[config.mk]
export PLATFORM = sky130hd
export DESIGN_NAME = counter_timer_with_rx_timeout
export DESIGN_NICKNAME = d
export VERILOG_FILES = /design/src/rtl/ct_pkg.sv /design/src/rtl/ct_pin_sync.sv /design/src/rtl/counter_timer_with_rx_timeout.sv
export VERILOG_INCLUDE_DIRS = /design/src /design/src/rtl
export SDC_FILE = /design/constraint.sdc
export NUM_CORES = 1
export LEC_CHECK = 0
export ABC_AREA = 1
export BUFFER_PORTS_ARGS = -buffer_cell sky130_fd_sc_hd__buf_2
export CAP_MARGIN = 30
export CORE_ASPECT_RATIO = 1.5
export CORE_MARGIN = 2
export CORE_UTILIZATION = 45
export CTS_BUF_LIST = sky130_fd_sc_hd__clkbuf_16
export DETAILED_ROUTE_END_ITERATION = 10
export PLACE_DENSITY_LB_ADDON = 0.05
export SLEW_MARGIN = 30
export SYNTH_ARGS = -nofsm -noshare
export SYNTH_HDL_FRONTEND = slang
export SYNTH_SLANG_ARGS = --single-unit
[constraint.sdc]
create_clock -name core_clk -period 3.2 [get_ports core_clk]
set_input_delay 0.64 -clock core_clk [delete_from_list [all_inputs] [get_ports core_clk]]
set_output_delay 0.64 -clock core_clk [all_outputs]
set_load 0.01 [all_outputs]
[src/rtl/ct_cfg.svh]
// Purpose : Offsets, field positions, codes and reset values of the
//           counter/timer block
// Assumes : Included by the design module, the checker and the testbench
// Notes   : Register offsets are word indices on the plain register port
`ifndef CT_CFG_SVH
`define CT_CFG_SVH

// ---------------------------------------------------------------------
// Register offsets
// ---------------------------------------------------------------------
`define CT_ADDR_W         4
`define CT_OFS_PRESET_LO  4'h0
`define CT_OFS_PRESET_HI  4'h1
`define CT_OFS_COUNT_LO   4'h2
`define CT_OFS_COUNT_HI   4'h3
`define CT_OFS_START      4'h4
`define CT_OFS_STOP       4'h5
`define CT_OFS_AUX        4'h6
`define CT_OFS_CLKSEL_A   4'h7
`define CT_OFS_CLKSEL_B   4'h8
`define CT_OFS_CMD_A      4'h9
`define CT_OFS_CMD_B      4'ha
`define CT_OFS_ISR        4'hb
`define CT_OFS_IMR        4'hc

// ---------------------------------------------------------------------
// Fields and codes
// ---------------------------------------------------------------------
`define CT_AUX_TIMER_BIT  6
`define CT_AUX_SRC_HI     5
`define CT_AUX_SRC_LO     4
`define CT_SRC_CORE       2'h0
`define CT_SRC_CORE_DIV   2'h1
`define CT_SRC_PIN        2'h2
`define CT_SRC_PIN_DIV    2'h3
`define CT_ISR_READY_BIT  3
`define CT_CMD_TO_ON      4'ha
`define CT_CMD_TO_OFF     4'hc
`define CT_CLKSEL_CT      4'hd
`define CT_PRESCALE_LAST  4'hf

// ---------------------------------------------------------------------
// Reset values
// ---------------------------------------------------------------------
`define CT_RST_BYTE       8'h00
`define CT_RST_COUNT      16'h0000
`define CT_COUNT_ONE      16'h0001

`endif

[src/rtl/ct_pkg.sv]
// Purpose : Types shared by the counter/timer block
// Assumes : ct_cfg.svh holds the numeric constants
// Notes   : Timeout sequencing states only
package ct_pkg;

    // -----------------------------------------------------------------
    // Timeout mode sequencer
    // -----------------------------------------------------------------
    typedef enum logic [1:0]
    {
        TO_HALT,   // Stopped, waiting for a character
        TO_STOP1,  // Character seen, one more count clock
        TO_LOAD,   // Stopped, reload on next count clock
        TO_RUN     // Counting toward expiry
    } to_state_e;

endpackage

[src/rtl/ct_pin_sync.sv]
// Purpose : Bring the external count clock pin into core_clk
// Assumes : Pin is asynchronous to core_clk
// Notes   : Emits a one-cycle pulse on each rising edge of the pin
module ct_pin_sync
(
    input  wire logic core_clk,   // Core clock
    input  wire logic arst_n,     // Async reset, active low
    input  wire logic pin_in,     // Raw asynchronous pin
    output logic      rise_pulse  // One cycle per rising pin edge
);

    logic meta_r;   // First synchroniser stage
    logic sync_r;   // Second synchroniser stage
    logic prev_r;   // Delayed copy for edge detection

    // -----------------------------------------------------------------
    // Two-stage synchroniser and edge history
    // -----------------------------------------------------------------
    always_ff @(posedge core_clk or negedge arst_n)
    begin
        if (!arst_n)
        begin
            meta_r <= 1'b0;
            sync_r <= 1'b0;
            prev_r <= 1'b0;
        end
        else
        begin
            meta_r <= pin_in;
            sync_r <= meta_r;
            prev_r <= sync_r;
        end
    end

    // Edge seen only past the second stage
    assign rise_pulse = sync_r & ~prev_r;

endmodule

[src/rtl/counter_timer_with_rx_timeout.sv]
// Purpose : 16-bit counter/timer with receive timeout, shared by two
//           serial channels
// Assumes : rx_load pulses come from receivers on core_clk
// Notes   : Registers on a plain port; read data one cycle after strobe
`include "ct_cfg.svh"
module counter_timer_with_rx_timeout
    import ct_pkg::*;
(
    input  wire logic        core_clk,   // 250 MHz core clock
    input  wire logic        arst_n,     // Async reset, active low
    input  wire logic [3:0]  addr,       // Register index
    input  wire logic [7:0]  wdata,      // Write data
    input  wire logic        wr_stb,     // Write strobe
    input  wire logic        rd_stb,     // Read strobe
    output logic      [7:0]  rdata,      // Read data, cycle after strobe
    input  wire logic        ct_pin,     // External count clock pin
    input  wire logic        rx_load_a,  // Channel a char into queue
    input  wire logic        rx_load_b,  // Channel b char into queue
    output logic             ct_out,     // Counter/timer output
    output logic      [3:0]  ct16x_sel,  // rx a, tx a, rx b, tx b on C/T
    output logic             irq         // Level interrupt
);

    // -----------------------------------------------------------------
    // Declarations
    // -----------------------------------------------------------------
    logic [7:0]  preset_lo_r, preset_lo_nxt;   // count_preset_lower
    logic [7:0]  preset_hi_r, preset_hi_nxt;   // count_preset_upper
    logic [7:0]  aux_r,       aux_nxt;         // aux_control_reg
    logic [7:0]  csel_a_r,    csel_a_nxt;      // clock_select_reg a
    logic [7:0]  csel_b_r,    csel_b_nxt;      // clock_select_reg b
    logic [7:0]  imr_r,       imr_nxt;         // interrupt_mask_reg
    logic        ready_r,     ready_nxt;       // Counter ready flag
    logic        to_a_r,      to_a_nxt;        // Timeout on, channel a
    logic        to_b_r,      to_b_nxt;        // Timeout on, channel b
    logic [15:0] count_r,     count_nxt;       // Counting register
    logic        run_r,       run_nxt;         // Counter mode running
    logic        fired_r,     fired_nxt;       // Zero already reached
    logic        out_r,       out_nxt;         // Output level
    to_state_e   tstate_r,    tstate_nxt;      // Timeout sequencer
    logic [3:0]  pre_core_r,  pre_core_nxt;    // Core /16 prescaler
    logic [3:0]  pre_pin_r,   pre_pin_nxt;     // Pin /16 prescaler
    logic [7:0]  rdata_r,     rdata_nxt;       // Read data register
    logic [7:0]  isr_view;                     // interrupt_status_reg
    logic [15:0] preset;                       // Joined reload value
    logic        pin_rise;                     // Synced pin edge
    logic        tick;                         // Count clock enable
    logic        timeout_on;                   // Either channel in timeout
    logic        char_evt;                     // Restarting character
    logic        do_start;                     // Start command read
    logic        do_stop;                      // Stop command read
    logic        w1c_ready;                    // Software clears ready
    logic        set_ready;                    // Event sets ready
    logic        hw_clr;                       // Hardware clears ready
    logic        to_on_cmd;                    // Timeout-on command

    // -----------------------------------------------------------------
    // External clock pin synchroniser
    // -----------------------------------------------------------------
    ct_pin_sync u_pin_sync
    (
        .core_clk   (core_clk),
        .arst_n     (arst_n),
        .pin_in     (ct_pin),
        .rise_pulse (pin_rise)
    );

    // Reload value from the two preset bytes
    assign preset     = {preset_hi_r, preset_lo_r};
    assign timeout_on = to_a_r | to_b_r;
    // Either receiver in timeout restarts the count
    assign char_evt   = (rx_load_a & to_a_r) | (rx_load_b & to_b_r);
    // Start and stop are void while timeout is active
    assign do_start   = rd_stb & (addr == `CT_OFS_START) & ~timeout_on;
    assign do_stop    = rd_stb & (addr == `CT_OFS_STOP) & ~timeout_on;
    assign w1c_ready  = wr_stb & (addr == `CT_OFS_ISR)
                      & wdata[`CT_ISR_READY_BIT];
    assign to_on_cmd  = wr_stb & (wdata[7:4] == `CT_CMD_TO_ON)
                      & (addr == `CT_OFS_CMD_A | addr == `CT_OFS_CMD_B);

    // -----------------------------------------------------------------
    // Count clock selection and prescalers
    // -----------------------------------------------------------------
    always_comb
    begin
        pre_core_nxt = pre_core_r + 4'h1;
        pre_pin_nxt  = pin_rise ? pre_pin_r + 4'h1 : pre_pin_r;
        // Source picked by aux bits 5..4
        case (aux_r[`CT_AUX_SRC_HI:`CT_AUX_SRC_LO])
            `CT_SRC_CORE:     tick = 1'b1;
            `CT_SRC_CORE_DIV: tick = (pre_core_r == `CT_PRESCALE_LAST);
            `CT_SRC_PIN:      tick = pin_rise;
            `CT_SRC_PIN_DIV:  tick = pin_rise
                                   & (pre_pin_r == `CT_PRESCALE_LAST);
            default:          tick = 1'b0;
        endcase
    end

    always_ff @(posedge core_clk or negedge arst_n)
    begin
        if (!arst_n)
        begin
            pre_core_r <= 4'h0;
            pre_pin_r  <= 4'h0;
        end
        else
        begin
            pre_core_r <= pre_core_nxt;
            pre_pin_r  <= pre_pin_nxt;
        end
    end

    // -----------------------------------------------------------------
    // Counter core: timer, counter and timeout modes
    // -----------------------------------------------------------------
    always_comb
    begin
        count_nxt  = count_r;
        run_nxt    = run_r;
        fired_nxt  = fired_r;
        out_nxt    = out_r;
        tstate_nxt = tstate_r;
        set_ready  = 1'b0;
        hw_clr     = 1'b0;
        if (timeout_on)
        begin
            // Timeout sequencing driven by the data stream
            case (tstate_r)
                TO_HALT: count_nxt = count_r;
                TO_STOP1:
                begin
                    // One more count clock, then stop
                    if (tick)
                    begin
                        count_nxt  = count_r - `CT_COUNT_ONE;
                        tstate_nxt = TO_LOAD;
                    end
                end
                TO_LOAD:
                begin
                    // Reload and restart on next count clock
                    if (tick)
                    begin
                        count_nxt  = preset;
                        tstate_nxt = TO_RUN;
                    end
                end
                TO_RUN:
                begin
                    if (tick)
                    begin
                        count_nxt = count_r - `CT_COUNT_ONE;
                        // Count ran out before next character
                        if (count_r <= `CT_COUNT_ONE)
                        begin
                            count_nxt  = `CT_RST_COUNT;
                            set_ready  = 1'b1;
                            out_nxt    = 1'b0;
                            tstate_nxt = TO_HALT;
                        end
                    end
                end
                default:
                begin
                    tstate_nxt = TO_HALT;
                end
            endcase
            if (char_evt)
            begin
                // New character withdraws the timeout flag
                hw_clr     = 1'b1;
                out_nxt    = 1'b1;
                tstate_nxt = TO_STOP1;
            end
        end
        else if (aux_r[`CT_AUX_TIMER_BIT])
        begin
            // Timer: toggle every preset count clocks
            if (tick)
            begin
                if (count_r <= `CT_COUNT_ONE)
                begin
                    count_nxt = preset;
                    out_nxt   = ~out_r;
                    // Falling edge flags ready, stop or not
                    set_ready = out_r;
                end
                else
                begin
                    count_nxt = count_r - `CT_COUNT_ONE;
                end
            end
        end
        else
        begin
            // Counter: one-shot countdown while running
            if (run_r && tick)
            begin
                // Wraps through zero to full scale
                count_nxt = count_r - `CT_COUNT_ONE;
                if (count_r == `CT_COUNT_ONE && !fired_r)
                begin
                    // Reaching zero flags and drops the output
                    set_ready = 1'b1;
                    out_nxt   = 1'b0;
                    fired_nxt = 1'b1;
                end
            end
        end
        if (to_on_cmd)
            tstate_nxt = TO_HALT;
        if (do_start)
        begin
            // Start copies the preset into the counter
            count_nxt = preset;
            run_nxt   = 1'b1;
            fired_nxt = 1'b0;
            out_nxt   = 1'b1;
        end
        if (do_stop)
        begin
            // Stop halts counting in counter mode only (timer keeps toggling) and clears ready
            run_nxt = 1'b0;
            hw_clr  = 1'b1;
        end
    end

    always_ff @(posedge core_clk or negedge arst_n)
    begin
        if (!arst_n)
        begin
            count_r  <= `CT_RST_COUNT;
            run_r    <= 1'b0;
            fired_r  <= 1'b0;
            out_r    <= 1'b1;
            tstate_r <= TO_HALT;
        end
        else
        begin
            count_r  <= count_nxt;
            run_r    <= run_nxt;
            fired_r  <= fired_nxt;
            out_r    <= out_nxt;
            tstate_r <= tstate_nxt;
        end
    end

    // -----------------------------------------------------------------
    // Register writes, commands and ready flag
    // -----------------------------------------------------------------
    always_comb
    begin
        preset_lo_nxt = preset_lo_r;
        preset_hi_nxt = preset_hi_r;
        aux_nxt       = aux_r;
        csel_a_nxt    = csel_a_r;
        csel_b_nxt    = csel_b_r;
        imr_nxt       = imr_r;
        to_a_nxt      = to_a_r;
        to_b_nxt      = to_b_r;
        ready_nxt     = ready_r;
        if (wr_stb)
        begin
            case (addr)
                `CT_OFS_PRESET_LO: preset_lo_nxt = wdata;
                `CT_OFS_PRESET_HI: preset_hi_nxt = wdata;
                `CT_OFS_AUX:       aux_nxt       = wdata;
                `CT_OFS_CLKSEL_A:  csel_a_nxt    = wdata;
                `CT_OFS_CLKSEL_B:  csel_b_nxt    = wdata;
                `CT_OFS_IMR:       imr_nxt       = wdata;
                // Channel commands enter or leave timeout
                `CT_OFS_CMD_A:
                begin
                    if (wdata[7:4] == `CT_CMD_TO_ON)
                        to_a_nxt = 1'b1;
                    else if (wdata[7:4] == `CT_CMD_TO_OFF)
                        to_a_nxt = 1'b0;
                end
                `CT_OFS_CMD_B:
                begin
                    if (wdata[7:4] == `CT_CMD_TO_ON)
                        to_b_nxt = 1'b1;
                    else if (wdata[7:4] == `CT_CMD_TO_OFF)
                        to_b_nxt = 1'b0;
                end
                default:           imr_nxt       = imr_r;
            endcase
        end
        // Clears first, an event in the same cycle wins
        if (hw_clr || w1c_ready)
            ready_nxt = 1'b0;
        if (to_on_cmd)
            ready_nxt = 1'b0;
        if (set_ready)
            ready_nxt = 1'b1;
    end

    // Register bank, timeout enables and ready flag
    always_ff @(posedge core_clk or negedge arst_n)
    begin
        if (!arst_n)
        begin
            preset_lo_r <= `CT_RST_BYTE;
            preset_hi_r <= `CT_RST_BYTE;
            aux_r       <= `CT_RST_BYTE;
            csel_a_r    <= `CT_RST_BYTE;
            csel_b_r    <= `CT_RST_BYTE;
            imr_r       <= `CT_RST_BYTE;
            to_a_r      <= 1'b0;
            to_b_r      <= 1'b0;
            ready_r     <= 1'b0;
        end
        else
        begin
            preset_lo_r <= preset_lo_nxt;
            preset_hi_r <= preset_hi_nxt;
            aux_r       <= aux_nxt;
            csel_a_r    <= csel_a_nxt;
            csel_b_r    <= csel_b_nxt;
            imr_r       <= imr_nxt;
            to_a_r      <= to_a_nxt;
            to_b_r      <= to_b_nxt;
            ready_r     <= ready_nxt;
        end
    end

    // -----------------------------------------------------------------
    // Status view, interrupt and read data
    // -----------------------------------------------------------------
    // Only the ready bit lives here; all else reads zero
    always_comb
    begin
        isr_view = `CT_RST_BYTE;
        isr_view[`CT_ISR_READY_BIT] = ready_r;
    end

    // Masked ready drives the level interrupt
    assign irq = |(isr_view & imr_r);

    always_comb
    begin
        rdata_nxt = `CT_RST_BYTE;
        if (rd_stb)
        begin
            case (addr)
                `CT_OFS_PRESET_LO: rdata_nxt = preset_lo_r;
                `CT_OFS_PRESET_HI: rdata_nxt = preset_hi_r;
                // Live counter value
                `CT_OFS_COUNT_LO:  rdata_nxt = count_r[7:0];
                `CT_OFS_COUNT_HI:  rdata_nxt = count_r[15:8];
                `CT_OFS_AUX:       rdata_nxt = aux_r;
                `CT_OFS_CLKSEL_A:  rdata_nxt = csel_a_r;
                `CT_OFS_CLKSEL_B:  rdata_nxt = csel_b_r;
                `CT_OFS_ISR:       rdata_nxt = isr_view;
                `CT_OFS_IMR:       rdata_nxt = imr_r;
                default:           rdata_nxt = `CT_RST_BYTE;
            endcase
        end
    end

    always_ff @(posedge core_clk or negedge arst_n)
    begin
        if (!arst_n)
            rdata_r <= `CT_RST_BYTE;
        else
            rdata_r <= rdata_nxt;
    end

    assign rdata  = rdata_r;
    assign ct_out = out_r;

    // -----------------------------------------------------------------
    // 16x sampling for each receiver/transmitter fed by the C/T
    // -----------------------------------------------------------------
    genvar gi;
    generate
        for (gi = 0; gi < 4; gi++)
        begin : g_sel
            logic [7:0] csel;   // Clock select byte of this channel
            logic [3:0] field;  // Receive (even) or transmit (odd) half
            assign csel  = (gi < 2) ? csel_a_r : csel_b_r;
            assign field = (gi % 2 == 0) ? csel[7:4] : csel[3:0];
            assign ct16x_sel[gi] = (field == `CT_CLKSEL_CT);
        end
    endgenerate

endmodule

Word-level counts from Yosys, hierarchy flattened
Cells that the tools add are included.
- output and inout bits: 14
- bits in registers: 91
- bits of input ports: 19
- add/subtract/negate cells: 3
- order comparisons: 1
- bitwise operators: 19
- equality and inequality tests: 42
- reduce and logical (&&, ||, !) cells: 29
- muxes and demuxes: 57
- operator list (operator ; count):
    2-to-1 mux 16 bit ; 10
    one-hot mux 8 bit (9 select lines) ; 1
    equality test 4 bit, second input constant ; 13
    one-hot mux 16 bit (3 select lines) ; 1
    2-to-1 mux 1 bit ; 35
    inequality test 4 bit, second input constant ; 7
    equality test 16 x 1 -> 1 bit, second input constant ; 1
    equality test 4 x 3 -> 1 bit, second input constant ; 4
    less-or-equal comparator 16 x 1 -> 1 bit, second input constant ; 1
    inequality test 4 x 1 -> 1 bit, second input constant ; 4
    subtractor 16 x 1 -> 16 bit, second input constant ; 1
    2-to-1 mux 2 bit ; 7
    bitwise AND 1 bit ; 12
    AND reduction 2 bit ; 6
    AND reduction 6 bit ; 2
    nonzero test 2 bit ; 5
    adder 4 x 1 -> 4 bit, second input constant ; 2
    bitwise AND 4 x 8 -> 8 bit ; 1
    equality test 2 bit, second input constant ; 4
    equality test 4 x 2 -> 1 bit, second input constant ; 2
    2-to-1 mux 8 bit ; 1
    nonzero test 4 bit ; 2
    OR reduction 8 bit ; 1
    AND reduction 7 bit ; 1
    18 further kinds ; 27

Logic depth before layout (Yosys ltp)
- word-level depth: 9
- depth in mapped cells: 14
- depth with buffers taken out: 13

Cells and area by module
A second synthesis with hierarchy kept.
- cells, all modules: 675
- area, all modules: 5111.2 um^2
- modules (own cells, without submodules) (module ; seq. area each (um^2) ; area an instance (um^2) ; times used ; cells an instance):
    counter_timer_with_rx_timeout ; 2203.4 ; 5026.1 ; 1 ; 670
    ct_pin_sync ; 75.1 ; 85.1 ; 1 ; 5

Worst setup path after synthesis
No wires, ideal clock.
- path type: flip-flop to flip-flop
- from: reg count_r[0]
- to: reg count_r[7]
- period minus slack after synthesis: 1.761 ns
- arrival time: 1.645 ns
- buffers on the path: 1
- setup slack: 1.439 ns
- required time: 3.083 ns
- library setup time: 0.117 ns
- stages on the path, launching flop included: 15
- cell sequence: dfrtp_1 > clkinv_1 > ha_1 > nand2_2 > nor2_4 > nand2_1 > nand3_2 > nand2_4 > nand2_2 > nand2_2 > buf_6 > nand2_2 > nand2_1 > nand2_1 > nand2_1
- longest elaborated chain between the ends: 6
- elaborated cells between the ends (all ways): 12
- classes of those cells: 1 x add/sub; 1 x order compare; 10 x mux
- ends and longest elaborated chain (what ; line ; RTL):
    start: declaration ; counter_timer_with_rx_timeout.sv:36 ; logic [15:0] count_r, count_nxt;
    start signal: assignment ; counter_timer_with_rx_timeout.sv:232 ; count_r <= `CT_RST_COUNT;
    start signal: assignment ; counter_timer_with_rx_timeout.sv:240 ; count_r <= count_nxt;
    subtractor 16 x 1 -> 16 bit (no line) / less-or-equal comparator 16 x 1 -> 1 bit (equally long branches) ; n/a ;
    2-to-1 mux 16 bit (on tied branches) ; counter_timer_with_rx_timeout.sv:154, counter_timer_with_rx_timeout.sv:181 ;
    2-to-1 mux 16 bit (on tied branches) ; counter_timer_with_rx_timeout.sv:150, counter_timer_with_rx_timeout.sv:179 ;
    one-hot mux 16 bit (3 select lines) / 2-to-1 mux 16 bit (equally long branches) ; counter_timer_with_rx_timeout.sv:128, counter_timer_with_rx_timeout.sv:176 ;
    2-to-1 mux 16 bit * ; counter_timer_with_rx_timeout.sv:125 ; if (timeout_on)
    2-to-1 mux 16 bit * ; counter_timer_with_rx_timeout.sv:212 ; if (do_start)
Every way passes the cells marked *; elsewhere a longest branch is shown, timed or not. The select of a mux whose other input is x is not followed.
A chain may end at the register's enable or synchronous reset.

Worst setup path in the final report
- from: reg count_r[0]
- to: reg count_r[2]
The elaborated chain is that of the path after synthesis.

==> impl_metrics.toml <==
[outcome]
outcome = "finished, final reports clean"

[setup_path]
crit_arrival_ns = 2.36
critPathKind = "reg2reg"
cp-start-kind = "register"
r2r-start = "count_r[0]"
endpoint_kind = "register"
cp_common_cell = "nand2_2"
worstPathMaxFanout = 12
crit_chain = "clkinv_1 -> ha_1 -> nand2_2 -> nor2_4 -> nand2_1 -> nand3_2 -> nand2_4 -> nand2_2 -> nand2_2 -> o21ai_0 -> a21oi_1"
slowest_stage = "dfrtp_1"
worstPathRequired_ns = 3.47
reg2reg_depth = 11
crit_start = "count_r[0]"
cp_slowest_stage_delay_ns = 0.40

[drt]
wire_per_inst_um = 16.8
vias = 4374
drt-initial-drc-count = 338
dr.pass1.iters = 5
routed_wl_um = 13700
drc = 0
ant_nets = 0
vias_per_cell = 5.36

[sta]
max_freq_ghz = 0.477
rsz0062_at_grt = "false"
hold_ws_ns = 0.311
setup_viol = 0
post-route-period-util_pct = 65.5
worstMarginPinSlew_ns = 0.519
layout_setup_ws_ns = 1.11
fin_setup_tns_ns = 0
fin_skew_ns = 0.00835
fin_crit_ns = 2.09
drv_slew = 0
hold_violations = 0
slew_headroom_pct = 65.4

[run]
maxCapViolCount = 0

[logic_synthesis]
synth_edf_count = 0
synthCells = 634
yosys_warnings = 0
synth_cell_types = 37
synth_top_area_share_pct = 46.8
synthArstFlopShare_pct = 100
syn_area_per_cell_um2 = 7.60
synth_seq_area_share_pct = 47.3
netlist_area_um2 = 4820
synth.area.top_cells = "dfrtp_1, nand2_1, o21ai_0, nor2_1, inv_1"
yosys.area.top_type = "dfrtp_1"
synth_seq_cells = 91
synth_ff_type = "dfrtp_1"
syn-num-nets = 657

[placement]
dp_hpwl_um = 10300
gp_congestion = 0.877
placed_cell_area_um2 = 5120
placed_cells = 800
dpl_worst_slack_ns = 0.879
port_buffers = 32

[clock_tree]
h-tree-depth = 3
cts_buffers = 9
hold_buffers = 0
clock_latency_ns = 0.34
cts_resized = 0
post_cts.repair.setup_buffers = 0
clockBufferDepth = 2
cts_tree = "done"
cts.sinks = 91
clk_pin_slew_worst_paths_ns = 0.07
cts_root_buf = "clkbuf_16"

[grt]
grt_max_degree = 92
grt_pass1_vias = 4179
grt_overflow = 0
grt_pass1_wl_um = 22000
antenna_found_initial = 0
grt.total_usage_pct = 25.4

[layout]
layoutNonFillerInstCount = 816
layout_common_cells = "nand2_1, dfrtp_1, nor2_1"
drive_gt1_share_pct = 11.8
final_util_pct = 52.0
final_common_cell = "nand2_1"
fin_nets = 690
num_antenna_cells = 0
syn_to_final_growth_pct = 13.0
stdcell_area_um2 = 5450

[floorplan]
die_area_um2 = 11600
std_cell_rows = 46
coreArea_um2 = 10500
start_util_pct = 46.0
die_w_um = 88.5
ioPinCount = 33
die_y_um = 131

[power_and_ir_drop]
powerDensity_nw_per_um2 = 733
ir_drop_uv = 362
total_power_mw = 3.99
p_leak_nw = 2.72

[hold_path]
min_path_type = "in2async"
-- cell families (layout without fill, tap and decap cells) --
logic type / Yosys count / after routing / share of synthesized area (%)
buffers and inverters: 85 / 123 / 7.12
multiplexers: 1 / 1 / 0.234
AND/OR/NAND/NOR: 324 / 324 / 29.0
flip-flops: 91 / 91 / 47.3
AO/OA/AOI/OAI: 116 / 116 / 12.9
XOR/XNOR: 13 / 13 / 2.36
adder cells (fa/ha/maj): 4 / 4 / 1.04
-- registers in the layout, indices dropped and copies added (netlist names), 2 cells and up --
name         cells
rdata            8
csel_b_r         8
aux_r            8
pre_core_r       4
tstate_r         2
count_r         16
preset_hi_r      8
csel_a_r         8
preset_lo_r      8
imr_r            8
pre_pin_r        4
-- Yosys cell counts (all sizes together), types with 5 or more instances --
cell type / instances
a21oi: 33
xor2: 9
o21ai: 64
buf: 7
nand4: 10
nand3: 38
o22ai: 7
nor2: 75
nand2: 187
dfrtp: 90
nor3: 6
inv: 72
clkbuf: 5
-- routing by layer --
| layer | vias to the layer above | global-route usage, % | wire length [um] |
|---|---|---|---|
| li1 | 2133 | - | - |
| met1 | 2069 | 31.2 | 5550 |
| met2 | 141 | 43.7 | 7040 |
| met3 | 31 | 4.21 | 690 |
| met4 | 0 | 11.0 | 416 |
| met5 | - | 0 | 0 |
-- layout make-up --
class	instances	area (um^2)
clock buffer	9	225
clock inverter	7	98.8
fill	1073	5030
inverter	73	277
multi-input combinational	458	2200
sequential	91	2280
tap	144	180
timing repair buffer	34	190
-- worst paths after layout --
| check | end | slack (ns) |
|---|---|---|
| hold reg to reg | u_pin_sync.sync_r | 0.35 |
| max in group asynchronous | preset_hi_r[2] | 2.47 |
| hold / removal | tstate_r[0] | 0.31 |
| min in group core_clk | u_pin_sync.sync_r | 0.35 |
| setup reg to reg | count_r[2] | 1.11 |
| setup / recovery | count_r[2] | 1.11 |
-- critical path: cells and delay by family (launching register included) --
family                     cells  cell delay (ns)
and+or+nand+nor                7             0.77
adders and majority gates      1             0.34
AOI/OAI and AO/OA              2             0.28
buffers and inverters          1             0.22
DFF                            1             0.40
-- report_power, final --
group / switching [mW] / internal [mW]
sequential: 0.309 / 1.43
combinational: 0.691 / 0.386
clock: 0.476 / 0.693
total: 1.48 / 2.51
No activity file was read; power rests on OpenSTA's default activity.
